===== config.mk =====
export PLATFORM = sky130hd
export DESIGN_NAME = pirq_port0
export DESIGN_NICKNAME = d
export VERILOG_FILES = /design/src/pirq_pkg.sv /design/src/pirq_edge_det.sv /design/src/pirq_port0.sv
export SDC_FILE = /design/constraint.sdc
export NUM_CORES = 1
export LEC_CHECK = 0
export ABC_AREA = 1
export BUFFER_PORTS_ARGS = -buffer_cell sky130_fd_sc_hd__buf_4
export CAP_MARGIN = 20
export CORE_MARGIN = 5
export CORE_UTILIZATION = 53
export CTS_CLUSTER_DIAMETER = 40
export CTS_CLUSTER_SIZE = 24
export DETAILED_ROUTE_END_ITERATION = 8
export GPL_TIMING_DRIVEN = 0
export PLACE_DENSITY = 0.86
export SLEW_MARGIN = 5
export SYNTH_ARGS = -nofsm -noshare
export SYNTH_HDL_FRONTEND = slang
export SYNTH_SLANG_ARGS = --single-unit

===== constraint.sdc =====
create_clock -name ref_clk -period 2 [get_ports ref_clk]
set_input_delay 0.3 -clock ref_clk [delete_from_list [all_inputs] [get_ports ref_clk]]
set_output_delay 0.3 -clock ref_clk [all_outputs]
set_load 0.005 [all_outputs]

===== src/pirq_pkg.sv =====
// Package with register map, field positions and carrier types for the port 0 interrupt logic.
package pirq_pkg;
   // Register byte addresses on the APB slave.
   localparam logic [7:0] PIRQ_ADDR_FLAGS = 8'h00; // Line 2..7 event flags.
   localparam logic [7:0] PIRQ_ADDR_ENABLES = 8'h04; // Line 2..7 enables.
   localparam logic [7:0] PIRQ_ADDR_EDGES = 8'h08; // Edge selects, all lines.
   localparam logic [7:0] PIRQ_ADDR_SYS_FLAG = 8'h0C; // First system flag register.
   localparam logic [7:0] PIRQ_ADDR_SYS_EN = 8'h10; // First system enable register.
   localparam logic [7:0] PIRQ_ADDR_CTRL = 8'h14; // Global enable control.
   localparam logic [7:0] PIRQ_ADDR_STATUS = 8'h18; // Current pin levels only.
   // Field positions inside the system registers.
   localparam int PIRQ_SYS_BIT_LINE0 = 2; // Line zero bit in system registers.
   localparam int PIRQ_SYS_BIT_LINE1 = 3; // Line one bit in system registers.
   localparam int PIRQ_CTRL_BIT_GIE = 0; // Global enable bit in control.
   // Reset values.
   localparam logic [7:0] PIRQ_RST_BYTE = 8'h00; // All interrupt bits clear at reset.
   localparam logic [7:0] PIRQ_SHARED_MASK = 8'hFC; // Lines served by the shared vector.
   // Interrupt request bundle toward the processor.
   typedef struct packed {
      logic line0; // Line zero request.
      logic line1; // Line one request.
      logic shared_req; // Shared vector request for lines 2..7.
   } pirq_req_s;
   // Service acknowledge bundle from the processor.
   typedef struct packed {
      logic line0; // Line zero vector taken.
      logic line1; // Line one vector taken.
   } pirq_ack_s;
endpackage


===== src/pirq_edge_det.sv =====
// Single-line edge detector with selectable polarity.
`timescale 1ns/1ps
`default_nettype none
module pirq_edge_det (
   input wire logic ref_clk, // System clock.
   input wire logic sys_rst, // Synchronous active high reset.
   input wire logic pin, // Pin level, synchronous to the clock.
   input wire logic falling_sel, // Zero picks rising, one picks falling.
   output logic event_pulse // One-cycle pulse on the selected edge.
);
   logic prev_r; // Pin level of the previous cycle.

   // Remember the last pin level for edge comparison.
   always_ff @(posedge ref_clk) begin
      if (sys_rst) begin
         prev_r <= 1'b0;
      end else begin
         prev_r <= pin;
      end
   end

   // Rising edge unless the select bit asks for falling.
   assign event_pulse = falling_sel ? (prev_r & ~pin) : (~prev_r & pin);
endmodule
`default_nettype wire


===== src/pirq_port0.sv =====
// Port 0 pin interrupt logic with APB register access.
// What this block does
// - Line zero flag at system flag bit 2.
// - Line one flag at system flag bit 3.
// - Line zero enable at system enable bit 2.
// - Line one enable at system enable bit 3.
// - Edge selects for lines zero, one at bits 0,1.
// - Lines zero, one flags clear when serviced.
// - Servicing leaves enables and edge selects alone.
// - Lines 2..7 own flag, enable, edge bits.
// - Lines 2..7 share vector; software clears flags.
`timescale 1ns/1ps
`default_nettype none
module pirq_port0
   import pirq_pkg::*;
#(
   parameter int LINES = 8 // Port width; the map serves exactly eight.
) (
   input wire logic ref_clk, // 200 MHz system clock.
   input wire logic sys_rst, // Synchronous active high reset.
   input wire logic psel, // APB select.
   input wire logic penable, // APB enable.
   input wire logic pwrite, // APB write.
   input wire logic [7:0] paddr, // APB byte address.
   input wire logic [31:0] pwdata, // APB write data.
   output logic [31:0] prdata, // APB read data, registered.
   output logic pready, // APB ready, registered.
   output logic pslverr, // APB error on unmapped address.
   input wire logic [LINES-1:0] pins, // Port line levels.
   input wire pirq_ack_s ack, // Processor takes a single-source vector.
   output pirq_req_s req // Interrupt requests to the processor.
);
   // Refuse any port width other than the eight lines that the register map serves.
   if (LINES != 8) begin : g_bad_lines
      $error("pirq_port0 supports only eight lines");
   end

   logic [7:0] flags_r; // Event flags, bits 0 and 1 shown in system flag reg.
   logic [7:0] enables_r; // Enables, bits 0 and 1 shown in system enable reg.
   logic [7:0] edges_r; // Edge selects for all lines.
   logic gie_r; // Global interrupt enable.
   logic [7:0] events; // Edge events this cycle.
   logic [7:0] clr_mask; // Flags cleared this cycle.
   logic [31:0] rd_nxt; // Read data mux.
   logic access; // APB access phase.
   logic wr; // Write taking effect.
   logic mapped; // Address decodes to a register.
   logic [7:0] sysf_nxt; // System flag image.
   logic [7:0] syse_nxt; // System enable image.

   // One edge detector for each port line.
   genvar g;
   generate
      for (g = 0; g < LINES; g++) begin : g_line
         pirq_edge_det u_det (
            .ref_clk(ref_clk),
            .sys_rst(sys_rst),
            .pin(pins[g]),
            .falling_sel(edges_r[g]),
            .event_pulse(events[g])
         );
      end
   endgenerate

   // The access phase lasts until pready; the first access cycle only launches the answer.
   assign access = psel & penable & ~pready;
   // A write lands only at the edge that sees pready high, so a stalled master changes nothing.
   assign wr = psel & penable & pready & pwrite & mapped;

   // Address decode for the mapped registers.
   always_comb begin
      case (paddr)
         PIRQ_ADDR_FLAGS, PIRQ_ADDR_ENABLES, PIRQ_ADDR_EDGES, PIRQ_ADDR_SYS_FLAG,
         PIRQ_ADDR_SYS_EN, PIRQ_ADDR_CTRL, PIRQ_ADDR_STATUS: mapped = 1'b1;
         default: mapped = 1'b0;
      endcase
   end

   // System register images place lines zero and one at bits 2 and 3.
   always_comb begin
      sysf_nxt = PIRQ_RST_BYTE;
      syse_nxt = PIRQ_RST_BYTE;
      sysf_nxt[PIRQ_SYS_BIT_LINE0] = flags_r[0];
      sysf_nxt[PIRQ_SYS_BIT_LINE1] = flags_r[1];
      syse_nxt[PIRQ_SYS_BIT_LINE0] = enables_r[0];
      syse_nxt[PIRQ_SYS_BIT_LINE1] = enables_r[1];
   end

   // Clear requests from software writes and from vector service.
   always_comb begin
      clr_mask = PIRQ_RST_BYTE;
      clr_mask[0] = ack.line0;
      clr_mask[1] = ack.line1;
      if (wr && paddr == PIRQ_ADDR_FLAGS) begin
         // Writing zero clears a shared flag; software owns them.
         clr_mask = clr_mask | (~pwdata[7:0] & PIRQ_SHARED_MASK);
      end else if (wr && paddr == PIRQ_ADDR_SYS_FLAG) begin
         clr_mask[0] = clr_mask[0] | ~pwdata[PIRQ_SYS_BIT_LINE0];
         clr_mask[1] = clr_mask[1] | ~pwdata[PIRQ_SYS_BIT_LINE1];
      end
   end

   // Event flags: a new edge wins over any clear in the same cycle.
   always_ff @(posedge ref_clk) begin
      if (sys_rst) begin
         flags_r <= PIRQ_RST_BYTE;
      end else begin
         flags_r <= (flags_r & ~clr_mask) | events;
      end
   end

   // Enables: only software writes change them, never servicing.
   always_ff @(posedge ref_clk) begin
      if (sys_rst) begin
         enables_r <= PIRQ_RST_BYTE;
      end else if (wr && paddr == PIRQ_ADDR_ENABLES) begin
         enables_r[7:2] <= pwdata[7:2];
      end else if (wr && paddr == PIRQ_ADDR_SYS_EN) begin
         enables_r[0] <= pwdata[PIRQ_SYS_BIT_LINE0];
         enables_r[1] <= pwdata[PIRQ_SYS_BIT_LINE1];
      end
   end

   // Edge selects for all lines, untouched by servicing.
   always_ff @(posedge ref_clk) begin
      if (sys_rst) begin
         edges_r <= PIRQ_RST_BYTE;
      end else if (wr && paddr == PIRQ_ADDR_EDGES) begin
         edges_r <= pwdata[7:0];
      end
   end

   // Global interrupt enable bit.
   always_ff @(posedge ref_clk) begin
      if (sys_rst) begin
         gie_r <= 1'b0;
      end else if (wr && paddr == PIRQ_ADDR_CTRL) begin
         gie_r <= pwdata[PIRQ_CTRL_BIT_GIE];
      end
   end

   // Interrupt requests, registered toward the processor.
   always_ff @(posedge ref_clk) begin
      if (sys_rst) begin
         req <= '0;
      end else begin
         req.line0 <= flags_r[0] & enables_r[0] & gie_r & ~ack.line0;
         req.line1 <= flags_r[1] & enables_r[1] & gie_r & ~ack.line1;
         req.shared_req <= gie_r & |(flags_r & enables_r & PIRQ_SHARED_MASK);
      end
   end

   // Read data selection.
   always_comb begin
      rd_nxt = '0;
      case (paddr)
         PIRQ_ADDR_FLAGS: rd_nxt[7:0] = flags_r & PIRQ_SHARED_MASK; // Lines 2..7 only.
         PIRQ_ADDR_ENABLES: rd_nxt[7:0] = enables_r & PIRQ_SHARED_MASK; // Lines 2..7 only.
         PIRQ_ADDR_EDGES: rd_nxt[7:0] = edges_r; // All edge selects.
         PIRQ_ADDR_SYS_FLAG: rd_nxt[7:0] = sysf_nxt; // Lines zero and one flags.
         PIRQ_ADDR_SYS_EN: rd_nxt[7:0] = syse_nxt; // Lines zero and one enables.
         PIRQ_ADDR_CTRL: rd_nxt[PIRQ_CTRL_BIT_GIE] = gie_r; // Global enable.
         PIRQ_ADDR_STATUS: rd_nxt[7:0] = pins; // Current pin levels.
         default: rd_nxt = '0; // Unmapped reads as zero.
      endcase
   end

   // APB slave: one wait cycle, then ready with data and error.
   always_ff @(posedge ref_clk) begin
      if (sys_rst) begin
         pready <= 1'b0;
         prdata <= '0;
         pslverr <= 1'b0;
      end else begin
         pready <= access;
         pslverr <= access & ~mapped;
         prdata <= (access && !pwrite) ? rd_nxt : '0;
      end
   end

   // Checks on the interrupt logic.
   property p_ack_clears;
      @(posedge ref_clk) disable iff (sys_rst) ack.line0 && !events[0] |=> !flags_r[0];
   endproperty
   a_ack_clears: assert property (p_ack_clears) else $error("line zero flag kept after service");
   property p_ack_keeps;
      @(posedge ref_clk) disable iff (sys_rst) (ack.line0 || ack.line1) && !wr |=> $stable(enables_r) && $stable(edges_r);
   endproperty
   a_ack_keeps: assert property (p_ack_keeps) else $error("service changed enable or edge");
   property p_event_sets;
      @(posedge ref_clk) disable iff (sys_rst) events[2] |=> flags_r[2];
   endproperty
   a_event_sets: assert property (p_event_sets) else $error("event did not set flag");
   property p_shared_sticky;
      @(posedge ref_clk) disable iff (sys_rst) flags_r[5] && !wr |=> flags_r[5];
   endproperty
   a_shared_sticky: assert property (p_shared_sticky) else $error("shared flag dropped");
   property p_shared_req;
      @(posedge ref_clk) disable iff (sys_rst) gie_r && (flags_r[3] && enables_r[3]) |=> req.shared_req;
   endproperty
   a_shared_req: assert property (p_shared_req) else $error("shared request missing");
   property p_no_gie;
      @(posedge ref_clk) disable iff (sys_rst) !gie_r |=> !req.shared_req && !req.line0 && !req.line1;
   endproperty
   a_no_gie: assert property (p_no_gie) else $error("request without global enable");
   // A read of the system flag register must show lines zero and one at bits 2 and 3.
   property p_sys_map;
      @(posedge ref_clk) disable iff (sys_rst)
         access && !pwrite && paddr == PIRQ_ADDR_SYS_FLAG
         |=> prdata[PIRQ_SYS_BIT_LINE0] == $past(flags_r[0])
         && prdata[PIRQ_SYS_BIT_LINE1] == $past(flags_r[1]);
   endproperty
   a_sys_map: assert property (p_sys_map) else $error("system register map wrong");
   property p_apb_ready;
      @(posedge ref_clk) disable iff (sys_rst) psel && penable && !pready |=> pready ##1 !pready;
   endproperty
   a_apb_ready: assert property (p_apb_ready) else $error("apb ready timing wrong");
   c_shared: cover property (@(posedge ref_clk) req.shared_req);
   c_line0: cover property (@(posedge ref_clk) req.line0 ##1 ack.line0);
   c_line1: cover property (@(posedge ref_clk) req.line1 ##1 ack.line1);
   c_fall: cover property (@(posedge ref_clk) edges_r[4] && events[4]);
endmodule
`default_nettype wire


==> results of run 1 <==
==> synth_stat cells <==
cell,number,area [um^2]
a221oi_1,1,8.76
buf_6,1,11.3
nor2_4,7,78.8
clkinv_2,1,5.00
nand2_2,12,75.1
o21ai_1,1,5.00
nand2_1,64,240
nor2_1,20,75.1
nor2_2,2,12.5
nor4_1,2,12.5
inv_2,7,26.3
nand3_4,1,17.5
dfxtp_1,46,921
nand3_1,12,60.1
nand4_2,1,12.5
o22ai_1,8,50.1
o21ai_0,10,50.1
conb_1,1,3.75
buf_2,2,10.0
a31oi_1,3,18.8
or2_2,2,12.5
nand2_4,3,33.8
buf_4,24,180
a21oi_2,8,70.1
clkinv_4,1,8.76
a21oi_1,22,110
inv_1,36,135
clkbuf_1,5,18.8
nand2_8,1,20.0
nand4_1,14,87.6
nor3_1,4,20.0
a22o_1,1,8.76
==> final timing paths <==
path,to,slack [ps]
max,enables_r[5],320
min reg2reg,pready,470
min,req[1],180
max reg2reg,enables_r[5],320
==> routing by layer <==
layer / share of wire (%) / track usage [%] / vias up
met3: 8.7 / 4.33 / 18
met5: 0 / 0 / -
met4: 2.2 / 8.42 / 0
li1: - / - / 1138
met1: 41 / 24.1 / 1032
met2: 48 / 32.7 / 115
==> layout make-up <==
type | instances | area (um^2)
flip-flops and latches | 46 | 921
clock inverters | 2 | 37.5
plain buffers | 32 | 220
inverters | 45 | 175
clock buffers | 6 | 72.6
repair buffers | 42 | 315
multi-input cells | 223 | 1170
well taps | 52 | 65.1
fillers | 368 | 1410
==> flip-flops by register name (all words and copies together), names as in the netlist <==
name,cells
g_line.u_det.prev_r,8
req,3
gie_r,1
enables_r,8
pready,1
edges_r,8
pslverr,1
flags_r,8
prdata,8
==> cells by family (layout without fill, tap and decap cells) <==
logic type | after synthesis | in the layout | synth area share, %
AND/OR/NAND/NOR | 145 | 145 | 31.6
buffers and inverters | 77 | 127 | 16.5
AO/OA/AOI/OAI | 54 | 54 | 13.4
flip-flops | 46 | 46 | 38.4
other | 1 | 24 | 0.156
==> critical path: stages (launching register included) <==
cell and delay [ps]:
dfxtp_1 360, nand2_1 70, nor2_2 410, clkbuf_1 430, nand4_1 150, a21oi_1 190
==> where the power goes <==
group	switching, W	internal, W
Sequential	0.0000129	0.000938
Clock	0.000315	0.000373
Combinational	0.000106	0.0000976
Total	0.000434	0.00141
==> placed cells by master, fill, tap and decap left out, types with 2 or more instances in the layout <==
master | netlist | layout
a21oi_1 | 22 | 22
a21oi_2 | 8 | 8
a31oi_1 | 3 | 3
buf_2 | 2 | 2
buf_4 | 24 | 66
clkbuf_1 | 5 | 6
clkbuf_8 | 0 | 5
conb_1 | 1 | 24
dfxtp_1 | 46 | 46
inv_1 | 36 | 36
inv_2 | 7 | 7
nand2_1 | 64 | 64
nand2_2 | 12 | 12
nand2_4 | 3 | 3
nand3_1 | 12 | 12
nand4_1 | 14 | 14
nor2_1 | 20 | 20
nor2_2 | 2 | 2
nor2_4 | 7 | 7
nor3_1 | 4 | 4
nor4_1 | 2 | 2
o21ai_0 | 10 | 10
o22ai_1 | 8 | 8
or2_2 | 2 | 2
==> stage by stage <==
stage / cells / power, W / hold slack (ps) / cell area (um^2) / worst slack (ps)
2_1_floorplan: 346 / 0.00109 / 379 / 2490 / 649
3_3_place_gp: 440 / 0.00117 / 450 / 2870 / 290
3_5_place_dp: 440 / 0.00117 / 455 / 2870 / 263
4_1_cts: 448 / 0.00185 / 181 / 2980 / 337
5_1_grt: 448 / 0.00192 / 182 / 2980 / 147
6_report: 448 / 0.00184 / 182 / 2980 / 316
==> run_results.csv, run 1 <==
group,metric,value,unit
layout,antennaDiodeCount,0,
die,coreArea,4380,um^2
die,rows,24,
die,dieArea,5970,um^2
worst_setup_path,required,2220,ps
grt,track_usage,19.6,%
clock_tree,cts_sinks,46,
yosys,syn-cell-area,2400,um^2
placement,io_buffers,42,
run,drv_cap,0,
yosys,postSynthCellCount,323,
clock_tree,clk_latency,300,ps
grt,grt-ovfl-total,0,
route,route.detailed.drc,0,
yosys,yosys.cell_types.count,32,
grt,grt_max_degree,15,
route,vias,2303,
layout,nets,450,
yosys,synth_warnings,0,
sta,period_share,84.2,%
hold_path,hp-class,"in -> reg",
sta,final.min_clock_period,1680,ps
route,ant_nets,0,
outcome,outcome,"finished, final reports clean",
sta,timing.fmax,0.594,GHz
grt,antenna_found_initial,0,
clock_tree,cts_resized,0,
layout,fin_util,67.9,%
clock_tree,htree_levels,2,
clock_tree,postCtsSetupBuffers,0,
hold_path,holdPathStages,2,
clock_tree,cts_tree,"done",
worst_setup_path,path_class,"reg -> reg",
clock_tree,cts-root-buf,"clkbuf_8",
route,viasPerCell,5.14,
die,die_x,77.3,um
die,num_io_pins,92,
yosys,yosysSeqAreaShare,38.4,%
sta,tightest_slew,654,ps
yosys,synth-seq-cells,46,
sta,final-max-slew-violation-count,0,
route,drt_first_pass_iters,6,
clock_tree,cts_buffer_depth,2,
die,initial_utilization,54.7,%
power_and_ir_drop,p_leak,1.36,nW
grt,grt_pass1_vias,2105,
layout,drive_gt1_share,30.8,%
placement,dp_hpwl,4.34,mm
worst_setup_path,critPathLaunch,"pready",
sta,fin_skew,6.59,ps
clock_tree,postCtsHoldBufs,0,
grt,grt_pass1_wl,9.60,mm
yosys,syn_avg_cell_area,7.43,um^2
worst_setup_path,startpoint_type,"register",
clock_tree,clk_pin_slew,90,ps
worst_setup_path,reg2reg_from,"pready",
sta,slew_headroom,56.1,%
route,drtIter0Drc,241,
worst_setup_path,crit_fanout,10,
clock_tree,numCtsBuffers,5,
hold_path,min-delay-start,"ack[0]",
sta,rsz0062_at_grt,"false",
placement,globalplace.congestion,0.911,
route,drt_wl_total,5.88,mm
worst_setup_path,cp-end-kind,"register",
sta,finalSetupViolations,0,
worst_setup_path,reg2regPathDepth,5,
sta,tns,0,ps
sta,hold_viol_final,0,
layout,areaGrowthSynthToFinish,24.0,%
power_and_ir_drop,power_per_cell_area,619,nW/um^2
die,fp.dieH,77.3,um
route,routedWlPerCell,13.1,um
worst_setup_path,cp.arrival,1900,ps
power_and_ir_drop,ir_drop,0.000383,V
Power figures use the tool's default switching activity.
==> run 2: changes to the inputs <==
--- a/config.mk
+++ b/config.mk
@@ -5,16 +5,16 @@
 export SDC_FILE = /design/constraint.sdc
 export NUM_CORES = 1
 export LEC_CHECK = 0
-export ABC_AREA = 1
+export ABC_AREA = 0
 export BUFFER_PORTS_ARGS = -buffer_cell sky130_fd_sc_hd__buf_4
 export CAP_MARGIN = 20
 export CORE_MARGIN = 5
-export CORE_UTILIZATION = 53
+export CORE_UTILIZATION = 49
 export CTS_CLUSTER_DIAMETER = 40
 export CTS_CLUSTER_SIZE = 24
 export DETAILED_ROUTE_END_ITERATION = 8
 export GPL_TIMING_DRIVEN = 0
-export PLACE_DENSITY = 0.86
+export PLACE_DENSITY = 0.8
 export SLEW_MARGIN = 5
 export SYNTH_ARGS = -nofsm -noshare
 export SYNTH_HDL_FRONTEND = slang
==> constraint.sdc (replaced) <==
create_clock -name ref_clk -period 1.75 [get_ports ref_clk]
set_input_delay 0.2625 -clock ref_clk [delete_from_list [all_inputs] [get_ports ref_clk]]
set_output_delay 0.2625 -clock ref_clk [all_outputs]
set_load 0.005 [all_outputs]
==> run 2 against run 1 <==
  * Clock skew is 2.0 ps higher
  * Cell count is 15% lower
  * Global-route usage is 0.45 points lower
  * Sequential share of layout area is 0.64 points lower
==> run_results.csv, run 2 <==
group,metric,value,unit
worst_setup_path,path_class,"in -> reg",
yosys,ys_top_cells_by_count,"dfxtp_1, nand2b_1, buf_4",
die,rows,25,
worst_setup_path,cp-end-kind,"register",
die,num_io_pins,92,
route,vias,1970,
yosys,yosys.cell_types.count,39,
layout,antennaDiodeCount,0,
layout,final_common_cell,"buf_4",
clock_tree,numCtsBuffers,5,
layout,final_cell_mix,"buf_4, dfxtp_1, nand2b_1",
grt,track_usage,19.2,%
layout,multiInputGateArea,1360,um^2
die,die_x,79.8,um
hold_path,hp-class,"in -> reg",
clock_tree,cts_tree,"done",
sta,setup_ws,59.5,ps
die,initial_utilization,50.6,%
sta,period_share,96.6,%
clock_tree,postCtsHoldBufs,0,
layout,n_fill_cell,392,
yosys,syn_avg_cell_area,9.83,um^2
layout,postLayoutCellArea,3040,um^2
clock_tree,postCtsSetupBuffers,0,
layout,drive_gt1_share,33.7,%
layout,areaGrowthSynthToFinish,27.2,%
route,routedWlPerCell,15.6,um
yosys,postSynth.asyncResetShare,0,%
sta,fin_skew,8.60,ps
grt,grt_pass1_vias,1875,
route,drtIter0Drc,184,
clock_tree,clk_latency,310,ps
hold_path,whs_endpoint,"g_line[5].u_det.prev_r",
route,route.detailed.drc,0,
yosys,ys.flop_type,"dfxtp_1",
yosys,yosysTopAreaCellShare,38.6,%
clock_tree,cts_sinks,46,
die,dieArea,6370,um^2
layout,nets,369,
die,fp.dieH,79.8,um
yosys,postSynthCellCount,243,
worst_setup_path,cp.arrival,1900,ps
grt,grt_pass1_wl,9.36,mm
sta,slew_headroom,60.2,%
placement,globalplace.congestion,0.946,
sta,finalSetupViolations,0,
grt,grt-ovfl-total,0,
yosys,synthTopCellsByArea,"dfxtp_1, mux2i_1, buf_4, nand2b_1, nor2b_1",
hold_path,holdPathStages,2,
placement,io_buffers,41,
clock_tree,cts_buffer_depth,2,
yosys,synth_edf_count,0,
placement,dp_hpwl,4.33,mm
run,drv_cap,0,
sta,tightest_slew,592,ps
power_and_ir_drop,ir_drop,0.000403,V
hold_path,min-delay-start,"pins[5]",
worst_setup_path,startpoint_type,"input pin",
route,viasPerCell,5.16,
placement,post-place-ws,-391,ps
die,coreArea,4720,um^2
sta,final.min_clock_period,1690,ps
power_and_ir_drop,power_per_cell_area,678,nW/um^2
grt,grt_max_degree,14,
worst_setup_path,reg2reg_slack,130,ps
layout,regArea,921,um^2
outcome,outcome,"finished, final reports clean",
sta,timing.fmax,0.592,GHz
clock_tree,cts_resized,1,
clock_tree,htree_levels,2,
yosys,synth-seq-cells,46,
yosys,yosysSeqAreaShare,38.6,%
yosys,yosys.area.top_type,"dfxtp_1",
sta,final-max-slew-violation-count,0,
worst_setup_path,required,1960,ps
placement,dpl-instance-area,2910,um^2
yosys,synth_warnings,0,
clock_tree,cts-root-buf,"clkbuf_8",
route,ant_nets,0,
yosys,synth_most_common_cell,"dfxtp_1",
worst_setup_path,reg2reg_from,"pready",
worst_setup_path,reg2regPathDepth,4,
sta,holdWs,190,ps
clock_tree,clk_pin_slew,80,ps
grt,antenna_found_initial,0,
worst_setup_path,r2r-end,"prdata[6]",
route,drt_wl_total,5.95,mm
power_and_ir_drop,p_leak,1.27,nW
sta,hold_viol_final,0,
route,drt_first_pass_iters,4,
worst_setup_path,crit_fanout,10,
yosys,syn-cell-area,2390,um^2
## run 2: through the flow
stage,std cells,power [W],setup TNS (ps),util [%]
after floorplan,266,0.00129,-391,-
after global placement,374,0.00139,-6680,61.6
after detailed placement,374,0.00140,-7160,61.6
after CTS,382,0.00205,0,63.6
after global routing,382,0.00215,-17.8,64.3
final,382,0.00206,0,64.3
## run 2: layout make-up
cell class,count,area share (%)
multi-input cells,177,44.6
repair buffers,41,10.1
plain buffers,42,9.06
well taps,67,2.76
flip-flops and latches,46,30.3
clock inverters,1,0.165
inverters,1,0.124
clock buffers,7,2.84
## run 2: per-layer routing
metal / global-route usage (%) / wire, um / up-vias
li1: - / - / 982
met1: 24.7 / 2580 / 907
met2: 31.5 / 2880 / 70
met3: 3.50 / 349 / 11
met4: 7.94 / 150 / 0
met5: 0 / 0 / -
## run 2: worst max path at each step
stage / startpoint / end / slack, ps / cells after the start
floorplan: paddr[1] / prdata[5] / -70 / 5
global placement: paddr[4] / enables_r[0] / -340 / 4
detailed placement: paddr[4] / enables_r[0] / -390 / 4
CTS: paddr[4] / prdata[4] / 4 / 5
global route: paddr[1] / flags_r[5] / -20 / 6
finish: paddr[1] / prdata[6] / 60 / 6
## run 2: logic make-up (layout without fill, tap and decap cells)
family | count (synthesis) | in the layout | synth area share, %
flip-flops | 46 | 46 | 38.6
multiplexers | 29 | 29 | 13.5
AND/OR/NAND/NOR | 92 | 92 | 27.1
other | 1 | 24 | 0.157
AO/OA/AOI/OAI | 32 | 32 | 9.74
buffers and inverters | 43 | 92 | 10.9
## run 2: where the power goes
part / internal [W] / total (W) / leakage, nW / switching [W]
registers: 0.00107 / 0.00109 / 0.375 / 0.0000176
clock network: 0.000319 / 0.000672 / 0.0482 / 0.000353
logic: 0.000158 / 0.000298 / 0.843 / 0.000140
## run 2: worst max-delay path, stage by stage
cell and delay, ps:
buf_4 100, or4_4 520, buf_6 160, or4b_1 530
buf_6 160, nor4_1 170
